===== src/hw/jsd_defines.svh =====
// constants of the scan and debug port
`ifndef JSD_DEFINES_SVH
`define JSD_DEFINES_SVH
`define JSD_IR_W 4
`define JSD_DR_W 32
`define JSD_IR_RESET 4'h1
`define JSD_IR_CAPTURE 4'h1
`define JSD_OP_EXTEST 4'h0
`define JSD_OP_IDCODE 4'h1
`define JSD_OP_SAMPLE 4'h2
`define JSD_OP_USERCODE 4'h3
`define JSD_OP_CHIP 4'h4
`define JSD_OP_BYPASS 4'hF
`define JSD_SEC_DIS_PORT 0
`define JSD_SEC_DIS_DEBUG 14
`define JSD_SEC_UID_HI 31
`define JSD_SEC_UID_LO 22
`define JSD_UID_W 10
`define JSD_REV_W 16
`define JSD_TRST_MIN_NS 100
`define JSD_CLK_NS 40
`define JSD_TRST_CYC ((`JSD_TRST_MIN_NS + `JSD_CLK_NS - 1) / `JSD_CLK_NS)
`endif


===== src/hw/jsd_pkg.sv =====
// types of the scan and debug port
package jsd_pkg;
  typedef enum logic [3:0] {
    TEST_RESET, RUN_IDLE, SEL_DR, CAP_DR, SHIFT_DR, EXIT1_DR, PAUSE_DR, EXIT2_DR, UPD_DR,
    SEL_IR, CAP_IR, SHIFT_IR, EXIT1_IR, PAUSE_IR, EXIT2_IR, UPD_IR
  } jsd_state_t;
  typedef struct packed {
    logic tck;
    logic tms;
    logic tdi;
  } jsd_scan_in_t;
  typedef struct packed {
    logic tdo;
    logic tdo_oe;
  } jsd_scan_out_t;
endpackage


===== src/hw/jsd_port.sv =====
// scan chain of two boundary-scan ports and the debug sync pin
`timescale 1ns/1ns
`include "jsd_defines.svh"
module jsd_port #(
  parameter logic [10:0] MAKER_ID = 11'h2AA, // arbitrary value
  parameter logic [15:0] PART_NUM = 16'h1234, // arbitrary value
  parameter logic [3:0] VERSION = 4'h0, // arbitrary value
  parameter logic [15:0] SILICON_REV = 16'h0001 // arbitrary value
) (
  // clock and reset
  input wire logic clk,
  input wire logic rstn,
  // scan pins, from the host's domain
  input wire jsd_pkg::jsd_scan_in_t scan_in,
  input wire logic trst_n,
  output jsd_pkg::jsd_scan_out_t scan_out,
  // security word and its load state
  input wire logic [31:0] sec_reg,
  input wire logic otp_programmed,
  // boundary cells
  input wire logic [31:0] pins_cap_a,
  input wire logic [31:0] pins_cap_b,
  output logic [31:0] pins_drv_a,
  output logic [31:0] pins_drv_b,
  output logic [3:0] ir_a,
  output logic [3:0] ir_b,
  // chip port toward the tile
  input wire logic chip_tdo,
  output logic chip_sel,
  output logic chip_tms,
  output logic chip_tdi,
  output logic chip_tck,
  // debug sync pin, open drain
  input wire logic dbg_in,
  output logic dbg_out,
  output logic dbg_oe,
  input wire logic dbg_cfg_out,
  input wire logic dbg_cfg_en,
  input wire logic brk_hit,
  output logic dbg_enter
);
  logic [2:0] s1_ff;
  logic [2:0] s2_ff;
  logic tck_d_ff;
  logic trst_s1_ff;
  logic trst_ff;
  logic dbg_s1_ff;
  logic dbg_s2_ff;
  logic [`JSD_UID_W-1:0] uid;
  logic [31:0] idcode;
  logic [31:0] usercode;
  logic [31:0] mid_pins;
  logic tck_rise;
  logic tck_fall;
  logic trst_ok;
  logic tdo_a;
  logic oe_a;
  logic tdo_b;
  logic oe_b;
  logic [31:0] drv_a;
  logic [31:0] drv_b;
  logic [3:0] ira;
  logic [3:0] irb;
  logic out_ff;
  logic hold_ff;
  jsd_pkg::jsd_state_t st_a;
  jsd_pkg::jsd_state_t st_b;

  // ------------------------------------------------------------
  // synchronisers and test clock edges
  // ------------------------------------------------------------
  always_ff @(posedge clk or negedge rstn) begin
    if (!rstn) begin
      s1_ff <= '0;
      s2_ff <= '0;
      tck_d_ff <= 1'b0;
      trst_s1_ff <= 1'b0;
      trst_ff <= 1'b0;
      dbg_s1_ff <= 1'b1;
      dbg_s2_ff <= 1'b1;
    end else begin
      s1_ff <= {scan_in.tck, scan_in.tms, scan_in.tdi};
      s2_ff <= s1_ff;
      tck_d_ff <= s2_ff[2];
      trst_s1_ff <= trst_n;
      trst_ff <= trst_s1_ff;
      dbg_s1_ff <= dbg_in;
      dbg_s2_ff <= dbg_s1_ff;
    end
  end

  // security bit 0 holds both ports in reset so no tile state can leak
  assign trst_ok = trst_ff && !sec_reg[`JSD_SEC_DIS_PORT];
  assign tck_rise = s2_ff[2] && !tck_d_ff;
  assign tck_fall = !s2_ff[2] && tck_d_ff;

  // ------------------------------------------------------------
  // identity words
  // ------------------------------------------------------------
  assign uid = otp_programmed ? sec_reg[`JSD_SEC_UID_HI:`JSD_SEC_UID_LO] : '0;
  assign idcode = {VERSION, PART_NUM, MAKER_ID, 1'b1};
  assign usercode = {uid, {(32-`JSD_UID_W-`JSD_REV_W){1'b0}}, SILICON_REV};

  // ------------------------------------------------------------
  // two ports in series: host -> a -> b -> host
  // ------------------------------------------------------------
  assign mid_pins = pins_cap_b;

  jsd_tap u_tap_a (
    .clk(clk),
    .rstn(rstn),
    .trst_sync_n(trst_ok),
    .tck_rise(tck_rise),
    .tck_fall(tck_fall),
    .tms(s2_ff[1]),
    .tdi(s2_ff[0]),
    .idcode(idcode),
    .usercode(usercode),
    .bscan_cap(pins_cap_a),
    .chip_tdo(chip_tdo),
    .tdo(tdo_a),
    .tdo_oe(oe_a),
    .ir(ira),
    .bscan_upd(drv_a),
    .state(st_a)
  );

  jsd_tap u_tap_b (
    .clk(clk),
    .rstn(rstn),
    .trst_sync_n(trst_ok),
    .tck_rise(tck_rise),
    .tck_fall(tck_fall),
    .tms(s2_ff[1]),
    .tdi(tdo_a),
    .idcode(idcode),
    .usercode(usercode),
    .bscan_cap(mid_pins),
    .chip_tdo(chip_tdo),
    .tdo(tdo_b),
    .tdo_oe(oe_b),
    .ir(irb),
    .bscan_upd(drv_b),
    .state(st_b)
  );

  always_ff @(posedge clk or negedge rstn) begin
    if (!rstn) begin
      scan_out <= '0;
      pins_drv_a <= '0;
      pins_drv_b <= '0;
      ir_a <= `JSD_IR_RESET;
      ir_b <= `JSD_IR_RESET;
    end else begin
      scan_out <= '{tdo: tdo_b, tdo_oe: oe_b && oe_a};
      pins_drv_a <= drv_a;
      pins_drv_b <= drv_b;
      ir_a <= ira;
      ir_b <= irb;
    end
  end

  // ------------------------------------------------------------
  // chip port forwarding
  // ------------------------------------------------------------
  always_ff @(posedge clk or negedge rstn) begin
    if (!rstn) begin
      chip_sel <= 1'b0;
      chip_tms <= 1'b1;
      chip_tdi <= 1'b0;
      chip_tck <= 1'b0;
    end else begin
      chip_sel <= trst_ok && (ira == `JSD_OP_CHIP) && (st_a != jsd_pkg::TEST_RESET);
      chip_tms <= s2_ff[1];
      chip_tdi <= s2_ff[0];
      chip_tck <= trst_ok && s2_ff[2];
    end
  end

  // ------------------------------------------------------------
  // debug sync pin
  // ------------------------------------------------------------
  // low is latched until the mode is changed or security bit 14 is set; pin only ever pulls low
  always_ff @(posedge clk or negedge rstn) begin
    if (!rstn) begin
      hold_ff <= 1'b0;
    end else if (!dbg_cfg_en || !dbg_cfg_out || sec_reg[`JSD_SEC_DIS_DEBUG]) begin
      hold_ff <= 1'b0;
    end else if (brk_hit) begin
      hold_ff <= 1'b1;
    end
  end

  always_ff @(posedge clk or negedge rstn) begin
    if (!rstn) begin
      out_ff <= 1'b0;
      dbg_out <= 1'b0;
      dbg_oe <= 1'b0;
      dbg_enter <= 1'b0;
    end else begin
      out_ff <= hold_ff || (brk_hit && dbg_cfg_en && dbg_cfg_out && !sec_reg[`JSD_SEC_DIS_DEBUG]);
      dbg_out <= 1'b0;
      dbg_oe <= out_ff;
      dbg_enter <= dbg_cfg_en && !dbg_cfg_out && !sec_reg[`JSD_SEC_DIS_DEBUG] && !dbg_s2_ff;
    end
  end
endmodule // jsd_port


===== src/hw/jsd_tap.sv =====
// one boundary-scan test access port
`timescale 1ns/1ns
`include "jsd_defines.svh"
module jsd_tap #(
  parameter int IR_W = `JSD_IR_W,
  parameter int DR_W = `JSD_DR_W
) (
  // clock and reset
  input wire logic clk,
  input wire logic rstn,
  input wire logic trst_sync_n,
  // test clock edges and pins, already synchronised
  input wire logic tck_rise,
  input wire logic tck_fall,
  input wire logic tms,
  input wire logic tdi,
  // data register contents
  input wire logic [DR_W-1:0] idcode,
  input wire logic [DR_W-1:0] usercode,
  input wire logic [DR_W-1:0] bscan_cap,
  input wire logic chip_tdo,
  // results
  output logic tdo,
  output logic tdo_oe,
  output logic [IR_W-1:0] ir,
  output logic [DR_W-1:0] bscan_upd,
  output jsd_pkg::jsd_state_t state
);
  jsd_pkg::jsd_state_t nxt_state;
  logic [IR_W-1:0] ir_sh_ff;
  logic [DR_W-1:0] dr_sh_ff;
  logic byp_ff;
  logic long_sel;

  // ------------------------------------------------------------
  // controller
  // ------------------------------------------------------------
  always_comb begin
    nxt_state = state;
    unique case (state)
      jsd_pkg::TEST_RESET: nxt_state = tms ? jsd_pkg::TEST_RESET : jsd_pkg::RUN_IDLE;
      jsd_pkg::RUN_IDLE: nxt_state = tms ? jsd_pkg::SEL_DR : jsd_pkg::RUN_IDLE;
      jsd_pkg::SEL_DR: nxt_state = tms ? jsd_pkg::SEL_IR : jsd_pkg::CAP_DR;
      jsd_pkg::CAP_DR: nxt_state = tms ? jsd_pkg::EXIT1_DR : jsd_pkg::SHIFT_DR;
      jsd_pkg::SHIFT_DR: nxt_state = tms ? jsd_pkg::EXIT1_DR : jsd_pkg::SHIFT_DR;
      jsd_pkg::EXIT1_DR: nxt_state = tms ? jsd_pkg::UPD_DR : jsd_pkg::PAUSE_DR;
      jsd_pkg::PAUSE_DR: nxt_state = tms ? jsd_pkg::EXIT2_DR : jsd_pkg::PAUSE_DR;
      jsd_pkg::EXIT2_DR: nxt_state = tms ? jsd_pkg::UPD_DR : jsd_pkg::SHIFT_DR;
      jsd_pkg::UPD_DR: nxt_state = tms ? jsd_pkg::SEL_DR : jsd_pkg::RUN_IDLE;
      jsd_pkg::SEL_IR: nxt_state = tms ? jsd_pkg::TEST_RESET : jsd_pkg::CAP_IR;
      jsd_pkg::CAP_IR: nxt_state = tms ? jsd_pkg::EXIT1_IR : jsd_pkg::SHIFT_IR;
      jsd_pkg::SHIFT_IR: nxt_state = tms ? jsd_pkg::EXIT1_IR : jsd_pkg::SHIFT_IR;
      jsd_pkg::EXIT1_IR: nxt_state = tms ? jsd_pkg::UPD_IR : jsd_pkg::PAUSE_IR;
      jsd_pkg::PAUSE_IR: nxt_state = tms ? jsd_pkg::EXIT2_IR : jsd_pkg::PAUSE_IR;
      jsd_pkg::EXIT2_IR: nxt_state = tms ? jsd_pkg::UPD_IR : jsd_pkg::SHIFT_IR;
      jsd_pkg::UPD_IR: nxt_state = tms ? jsd_pkg::SEL_DR : jsd_pkg::RUN_IDLE;
    endcase
  end

  always_ff @(posedge clk or negedge rstn) begin
    if (!rstn) begin
      state <= jsd_pkg::TEST_RESET;
    end else if (!trst_sync_n) begin
      state <= jsd_pkg::TEST_RESET;
    end else if (tck_rise) begin
      state <= nxt_state;
    end
  end

  // ------------------------------------------------------------
  // instruction register
  // ------------------------------------------------------------
  always_ff @(posedge clk or negedge rstn) begin
    if (!rstn) begin
      ir_sh_ff <= '0;
      ir <= `JSD_IR_RESET;
    end else if (!trst_sync_n || state == jsd_pkg::TEST_RESET) begin
      ir <= `JSD_IR_RESET;
    end else if (tck_rise) begin
      if (state == jsd_pkg::CAP_IR) begin
        ir_sh_ff <= `JSD_IR_CAPTURE;
      end else if (state == jsd_pkg::SHIFT_IR) begin
        ir_sh_ff <= {tdi, ir_sh_ff[IR_W-1:1]};
      end else if (state == jsd_pkg::UPD_IR) begin
        ir <= ir_sh_ff;
      end
    end
  end

  // ------------------------------------------------------------
  // data registers
  // ------------------------------------------------------------
  assign long_sel = (ir == `JSD_OP_IDCODE) || (ir == `JSD_OP_USERCODE) ||
                    (ir == `JSD_OP_EXTEST) || (ir == `JSD_OP_SAMPLE);

  always_ff @(posedge clk or negedge rstn) begin
    if (!rstn) begin
      dr_sh_ff <= '0;
      byp_ff <= 1'b0;
      bscan_upd <= '0;
    end else if (!trst_sync_n) begin
      bscan_upd <= '0;
    end else if (tck_rise) begin
      if (state == jsd_pkg::CAP_DR) begin
        byp_ff <= 1'b0;
        unique case (ir)
          `JSD_OP_IDCODE: dr_sh_ff <= idcode;
          `JSD_OP_USERCODE: dr_sh_ff <= usercode;
          default: dr_sh_ff <= bscan_cap;
        endcase
      end else if (state == jsd_pkg::SHIFT_DR) begin
        dr_sh_ff <= {tdi, dr_sh_ff[DR_W-1:1]};
        byp_ff <= tdi;
      end else if (state == jsd_pkg::UPD_DR && ir == `JSD_OP_EXTEST) begin
        bscan_upd <= dr_sh_ff;
      end
    end
  end

  // ------------------------------------------------------------
  // serial output, changes on the falling test clock
  // ------------------------------------------------------------
  always_ff @(posedge clk or negedge rstn) begin
    if (!rstn) begin
      tdo <= 1'b0;
      tdo_oe <= 1'b0;
    end else if (!trst_sync_n) begin
      tdo_oe <= 1'b0;
    end else if (tck_fall) begin
      tdo_oe <= (state == jsd_pkg::SHIFT_DR) || (state == jsd_pkg::SHIFT_IR);
      if (state == jsd_pkg::SHIFT_IR) begin
        tdo <= ir_sh_ff[0];
      end else if (ir == `JSD_OP_CHIP) begin
        tdo <= chip_tdo;
      end else begin
        tdo <= long_sel ? dr_sh_ff[0] : byp_ff;
      end
    end
  end
endmodule // jsd_tap


===== config.mk =====
export PLATFORM = sky130hd
export DESIGN_NAME = jsd_port
export DESIGN_NICKNAME = d
export VERILOG_FILES = /design/src/hw/jsd_pkg.sv /design/src/hw/jsd_port.sv /design/src/hw/jsd_tap.sv
export VERILOG_INCLUDE_DIRS = /design/src /design/src/hw
export SDC_FILE = /design/constraint.sdc
export NUM_CORES = 1
export LEC_CHECK = 0
export BUFFER_PORTS_ARGS = -buffer_cell sky130_fd_sc_hd__buf_2
export CAP_MARGIN = 30
export CORE_UTILIZATION = 40
export DETAILED_ROUTE_END_ITERATION = 10
export PLACE_DENSITY = 0.66
export REMOVE_ABC_BUFFERS = 1
export SLEW_MARGIN = 30
export SYNTH_ARGS = -nofsm -noshare
export SYNTH_HDL_FRONTEND = slang
export SYNTH_SLANG_ARGS = --single-unit

===== constraint.sdc =====
create_clock -name clk -period 2.4 [get_ports clk]
set_input_delay 0.12 -clock clk [delete_from_list [all_inputs] [get_ports clk]]
set_output_delay 0.12 -clock clk [all_outputs]
set_load 0.1 [all_outputs]

== After elaboration in Yosys (flattened, before gate mapping) ==
Cells that the tools add are included.

* Register bits after elaboration: 251
* Bits of input ports: 108
* Output and inout port bits: 81
* Word-level logic and storage cells: 219

* Eq/ne operators: 50
* Muxes and demuxes: 65
* Bitwise operators: 2
* Reduce and logical (&&, ||, !) cells: 65

{| class="wikitable"
|+ Operators by type and width
! cell !! number
|-
| $mux W32 || 14
|-
| $pmux W32 S2 || 2
|-
| $pmux W4 S12 || 2
|-
| $mux W4 || 22
|-
| $eq A4 B4 Y1 const B || 16
|-
| $eq A4 B3 Y1 const B || 10
|-
| $eq A4 B2 Y1 const B || 8
|-
| $mux W1 || 19
|-
| $reduce_bool A2 Y1 || 9
|-
| $eq A4 B1 Y1 const B || 4
|-
| $logic_not A4 Y1 || 4
|-
| $reduce_and A4 Y1 || 4
|-
| $logic_and A1 B1 Y1 || 15
|-
| $logic_or A1 B1 Y1 || 13
|-
| $ne A2 B1 Y1 const B || 6
|-
| $ne A2 B2 Y1 const B || 6
|-
| $reduce_and A3 Y1 || 4
|-
| $mux W10 || 1
|-
| $logic_not A1 Y1 || 8
|-
| $reduce_or A2 Y1 || 4
|-
| $mux W2 || 3
|-
| $mux W3 || 2
|-
| $reduce_or A3 Y1 || 2
|-
| $reduce_bool A4 Y1 || 1
|-
| other kinds (2) || 3
|}

== Longest topological paths before layout ==
* Depth in word-level cells: 7
* Gate-level depth with buffers: 7
* Mapped depth without buffers: 4

== By module ==
From an unflattened synthesis, not the netlist that was laid out.

* Cell total of the unflattened synthesis: 1048
* Area total of the unflattened synthesis: 11034.3 µm²

{| class="wikitable"
|+ By module, submodules not included
! module !! instances !! cells an instance !! area an instance (µm²) !! seq. area each (µm²)
|-
| jsd_tap || 2 || 465 || 4267.8 || 1978.1
|-
| jsd_port || 1 || 118 || 2498.6 || 2333.5
|}

== Worst setup path after synthesis ==
OpenSTA, ideal clock, no wires.

* Kind: register -> register
* Start: reg u_tap_b.ir[1]
* End: reg u_tap_b.bscan_upd[10]
* Setup time: 0.121 ns
* Arrival: 1.644 ns
* Data required time: 2.279 ns
* Path slack: 0.635 ns
* Stages on the path, launching flop included: 6
* Buffers on the path: 1
* Clock period less this slack: 1.765 ns
* Cell sequence: dfrtp_1 -> or4_1 -> nor3_2 -> a31oi_2 -> buf_6 -> a22o_1

* Cells in the longest elaborated chain, start to end: 4

{| class="wikitable"
|+ RTL lines
! item !! RTL line !! source
|-
| start: declaration || jsd_tap.sv:25 || <nowiki>output logic [IR_W-1:0] ir,</nowiki>
|-
| start signal: assignment || jsd_tap.sv:76 || <nowiki>ir <= `JSD_IR_RESET;</nowiki>
|-
| start signal: assignment || jsd_tap.sv:78 || <nowiki>ir <= `JSD_IR_RESET;</nowiki>
|-
| start signal: assignment || jsd_tap.sv:85 || <nowiki>ir <= ir_sh_ff;</nowiki>
|-
| $logic_not A4 Y1 (no source line) || -- ||
|-
| $logic_and A1 B1 Y1 (no source line) || -- ||
|-
| $ne A2 B1 Y1 (no source line) || -- ||
|-
| $reduce_and A4 Y1 (no source line) || -- ||
|-
| end signal: assignment || jsd_tap.sv:115 || <nowiki>bscan_upd <= dr_sh_ff;</nowiki>
|-
| end: declaration || jsd_tap.sv:26 || <nowiki>output logic [DR_W-1:0] bscan_upd,</nowiki>
|}

Every way passes these cells.
A chain may end at the register's enable or synchronous reset.

== Worst setup path after layout ==
* Start: reg u_tap_a.state[2]
* End: reg u_tap_a.bscan_upd[25]

* Cells in the longest elaborated chain, start to end: 4
* Elaborated cells on any way between the ends: 8
* Classes of those cells: 6 x eq/ne; 2 x reduce/logical

{| class="wikitable"
|+ RTL lines
! item !! RTL line !! source
|-
| start: declaration || jsd_tap.sv:27 || <nowiki>output jsd_pkg::jsd_state_t state</nowiki>
|-
| start signal: assignment || jsd_tap.sv:62 || <nowiki>state <= jsd_pkg::TEST_RESET;</nowiki>
|-
| start signal: assignment || jsd_tap.sv:64 || <nowiki>state <= jsd_pkg::TEST_RESET;</nowiki>
|-
| start signal: assignment || jsd_tap.sv:66 || <nowiki>state <= nxt_state;</nowiki>
|-
| $eq A4 B4 Y1 || jsd_tap.sv:114 || <nowiki>end else if (state == jsd_pkg::UPD_DR && ir == `JSD_OP_EXTEST) begin</nowiki>
|-
| $logic_and A1 B1 Y1 (no source line) || -- ||
|-
| $ne A2 B1 Y1 (no source line) || -- ||
|-
| $reduce_and A4 Y1 (no source line) (*) || -- ||
|-
| end signal: assignment || jsd_tap.sv:115 ||
|-
| end: declaration || jsd_tap.sv:26 ||
|}

Every way passes the cells marked *; elsewhere a longest branch is shown, timed or not.

==> metrics.md <==
| Metric | Value |
|---|---|
| Status | finished, final reports clean |
| Hold path endpoint | u_tap_a.dr_sh_ff[2]$_DFFE_PN0P_ |
| Post-synth EDFFs | 0 |
| IO Count | 189 |
| Total power after layout | a little under 9 mW |
| Total power density per cell area | ~700 nW/um^2 |
| Clock sink count | 251 |
| Post-route clock period utilization | roughly 86% |
| RePlAce Congestion | ~0.84 |
| Nets | roughly 1,200 |
| Gates resized, CTS repair | 0 |
| M2 GR Usage | between 30% and 40% |
| Max-Cap Viols | 0 |
| Largest area contributor in the netlist | dfrtp_1 |
| Crit. End Element | flip-flop |
| Final hold slack | ~14 ps |
| Vias per cell | approximately 5.2 |
| Fin. Hold Viols | 0 |
| Pins Over Slew Limit | 0 |
| FF-to-FF End | u_tap_a.bscan_upd[25]$_DFFE_PN0P_ |
| Reg2Reg Depth | 6 |
| Final total negative setup slack | 0 ps |
| Clk Latency, worst-skew pair | between 500 and 600 ps |
| Maximum buffer depth of the clock tree | 3 |
| H-Tree Depth | 1 |
| Clock slew at reported path FFs | approximately 70 ps |
| CTS tree | yes |
| Synth top cells by count | 244 x dfrtp_1, 84 x nand2_1, 78 x nor2_1 |
| Cells after Synth | 851 |
| Hold Startpoint | pins_cap_a[2] |
| Gr busiest metal | met2 |
| Largest net degree at the start of global routing | between 80 and 90 |
| Mapped Area | just under 10,000 sq um |
| Area contributors post-synth | dfrtp_1 62%, a22o_1 5.6%, o21ai_1 3.4% |
| Tmin final | around 2100 ps |
| Vias post-DR | 7,469 |
| Async set-reset flop share out of synthesis | 100% |
| Met3 usage | under 10% |
| GRT Util Overall | 19.6% |
| Setup Buffers After CTS | 0 |
| Multi-input gate area | between 3000 and 4000 sq um |
| FF+latch area | roughly 6300 sq um |
| Critical path class | reg2reg |
| Core Footprint | 24,300 sq um |
| RSZ-0062 raised after global routing | no |
| Worst reg-to-reg setup slack | 340 ps |
| Layout fillers | slightly above 2,000 |
| CTS Root Cell | clkbuf_16 |
| Initial antenna violation count | 2 |
| Post-route ant nets | 0 |
| 1st-iter DRT viols | between 500 and 600 |
| Critical Path Fanout Max | 32 |
| Synth Warn # | 0 |
| Die area | between 20,000 and 30,000 sq um |
| Hold WC Path Type | in2reg |
| Sequential fraction of the synthesis area | 63.4% |
| Max rail drop VDD | 0.000541 V |
| Die Span Y | between 150 and 200 microns |
| Lkg Pwr | approximately 6.1 nW |
| Top FF cell, synth | dfrtp_1 |
| Avg WL per Cell | approximately 17 microns |
| Layout cells sized above 1 | 25.6% |
| Top-area cell type share of the netlist area | between 60% and 70% |
| Mapped Avg Cell Area | ~12 sq um |
| Chip width | between 150 and 200 microns |
| Peak Freq | roughly 500 MHz |
| Slew HR | a little under half |
| Reg2reg start | u_tap_a.state[2]$_DFFE_PN0N_ |
| DPL Wire Length | 15.7 mm |
| P&R area growth vs syn | 28.8% |
| Initial core utilization | 40.8% |
| Final non-filler cell total | approximately 1,400 |
| Port bufs | approximately 170 |
| Worst Clk Skew | 17.1 ps |
| WHS Path Cells | 4 |
| Distinct cells, synth | 67 |
| Final wirelength | 24.4 mm |
| Drt first pass iters | 5 |
| Number of global-route vias before repair | roughly 7,400 |
| DRC | 0 |
| CTS buffer count | 26 |
| Cell Rows | between 50 and 60 |
| Worst EP arrival | between 2000 and 2500 ps |
| Required time worst endpoint | 2790 ps |
| Grt met1 use | about 28% |
| Grt ovf | 0 |
| Most frequent cell after synthesis | dfrtp_1 |
| Placed cell count | 1,313 |
| Crit start category | flip-flop |
| Worst slew pin tran | between 700 and 800 ps |
| Register bit total from synthesis | between 200 and 300 |
| Final setup fails | 0 |
| First-pass GRT wire length | around 40 mm |
cell usage in the layout (no fill, tap or decap), types with 5 or more instances in the layout:
master / count
a221oi_2: 11
a31oi_1: 6
buf_2: 166
a22oi_1: 12
inv_1: 5
nor2_1: 76
and2_1: 14
a2bb2oi_1: 7
a31o_1: 7
o22ai_1: 11
dlygate4sd3_1: 63
nand3_1: 18
nand4_1: 13
buf_12: 6
mux2i_1: 7
a211oi_1: 15
o21ai_1: 67
buf_4: 33
nor2b_1: 9
clkbuf_16: 27
nand2_1: 84
a22o_1: 64
o21ai_0: 6
nor3_1: 5
o211ai_1: 8
a21oi_1: 15
dfstp_2: 7
a21o_1: 5
dfrtp_1: 244
clkbuf_1: 5
kinds of logic after synthesis:
logic type	synth area share, %
xor+xnor	0.0883
simple gates	12.4
mux	0.706
other cells	0.0378
buf+inv	3.74
flops	63.4
compound gates	19.7
metrics by stage:
| stage | utilization, % | setup WS (ps) | cell area [sq um] |
|---|---|---|---|
| 2_1_floorplan | - | -676 | 9580 |
| 3_3_place_gp | 46.1 | 336 | 11200 |
| 3_5_place_dp | 46.1 | 321 | 11200 |
| 4_1_cts | 52.5 | 308 | 12800 |
| 5_1_grt | 52.5 | 247 | 12800 |
| 6_report | 52.5 | 345 | 12800 |
registers in the layout, summed over array words and instances (netlist names), 2 cells and up:
name	flops
u_tap_b.ir_sh_ff	4
s1_ff	3
u_tap_a.bscan_upd	32
ir_b	4
scan_out	2
u_tap_b.state	4
u_tap_a.ir	4
u_tap_b.ir	4
u_tap_b.dr_sh_ff	32
pins_drv_b	32
u_tap_a.ir_sh_ff	4
ir_a	4
u_tap_b.bscan_upd	32
u_tap_a.dr_sh_ff	32
s2_ff	3
pins_drv_a	32
u_tap_a.state	4
repair_timing:
item,4_1_cts,5_1_grt
setup endpoints to repair,0,0
hold endpoints to repair,130,0
hold buffers,63,0
routing by layer:
| layer | part of all wire, % | vias up |
|---|---|---|
| met2 | 48 | 194 |
| li1 | - | 3553 |
| met3 | 4.9 | 39 |
| met4 | 2.4 | 0 |
| met1 | 45 | 3683 |
| met5 | 0 | - |
report_power, final:
part           total [mW]  switching, mW  internal, mW
Sequential           4.29         0.0237          4.26
Clock                4.20           1.64          2.56
Combinational       0.443          0.270         0.173
Total                8.93           1.94          7.00
worst max-delay path, cell delays in order (launching register included):
cell and delay, ps:
dfrtp_1 510, buf_4 220, and2b_1 270, nand4b_1 170, o21a_1 200, buf_4 250, a22o_1 290
how the worst max path moves through the flow:
stage / start / to / slack, ps / cells after the start
floorplan: u_tap_b.state[0]$_DFFE_PN0N_ / u_tap_b.dr_sh_ff[1]$_DFFE_PN0P_ / -680 / 4
finish: u_tap_a.state[2]$_DFFE_PN0N_ / u_tap_a.bscan_upd[25]$_DFFE_PN0P_ / 340 / 6
CTS: u_tap_b.ir[3]$_DFFE_PN0P_ / u_tap_b.bscan_upd[11]$_DFFE_PN0P_ / 310 / 4
global placement: u_tap_b.ir[3]$_DFFE_PN0P_ / u_tap_b.bscan_upd[4]$_DFFE_PN0P_ / 340 / 4
detailed placement: u_tap_b.ir[3]$_DFFE_PN0P_ / u_tap_b.bscan_upd[17]$_DFFE_PN0P_ / 320 / 4
global route: u_tap_a.state[2]$_DFFE_PN0N_ / u_tap_a.dr_sh_ff[10]$_DFFE_PN0P_ / 250 / 5
layout make-up:
| class | instances | area share, % |
|---|---|---|
| diodes | 2 | 0.0392 |
| clock buffers | 34 | 5.65 |
| clock inverters | 14 | 1.47 |
| inverters | 7 | 0.206 |
| multi-input cells | 525 | 25.7 |
| flip-flops and latches | 251 | 49.2 |
| well taps | 324 | 3.17 |
| repair buffers | 270 | 14.5 |
Note: power is estimated with default switching activity, not from simulation.
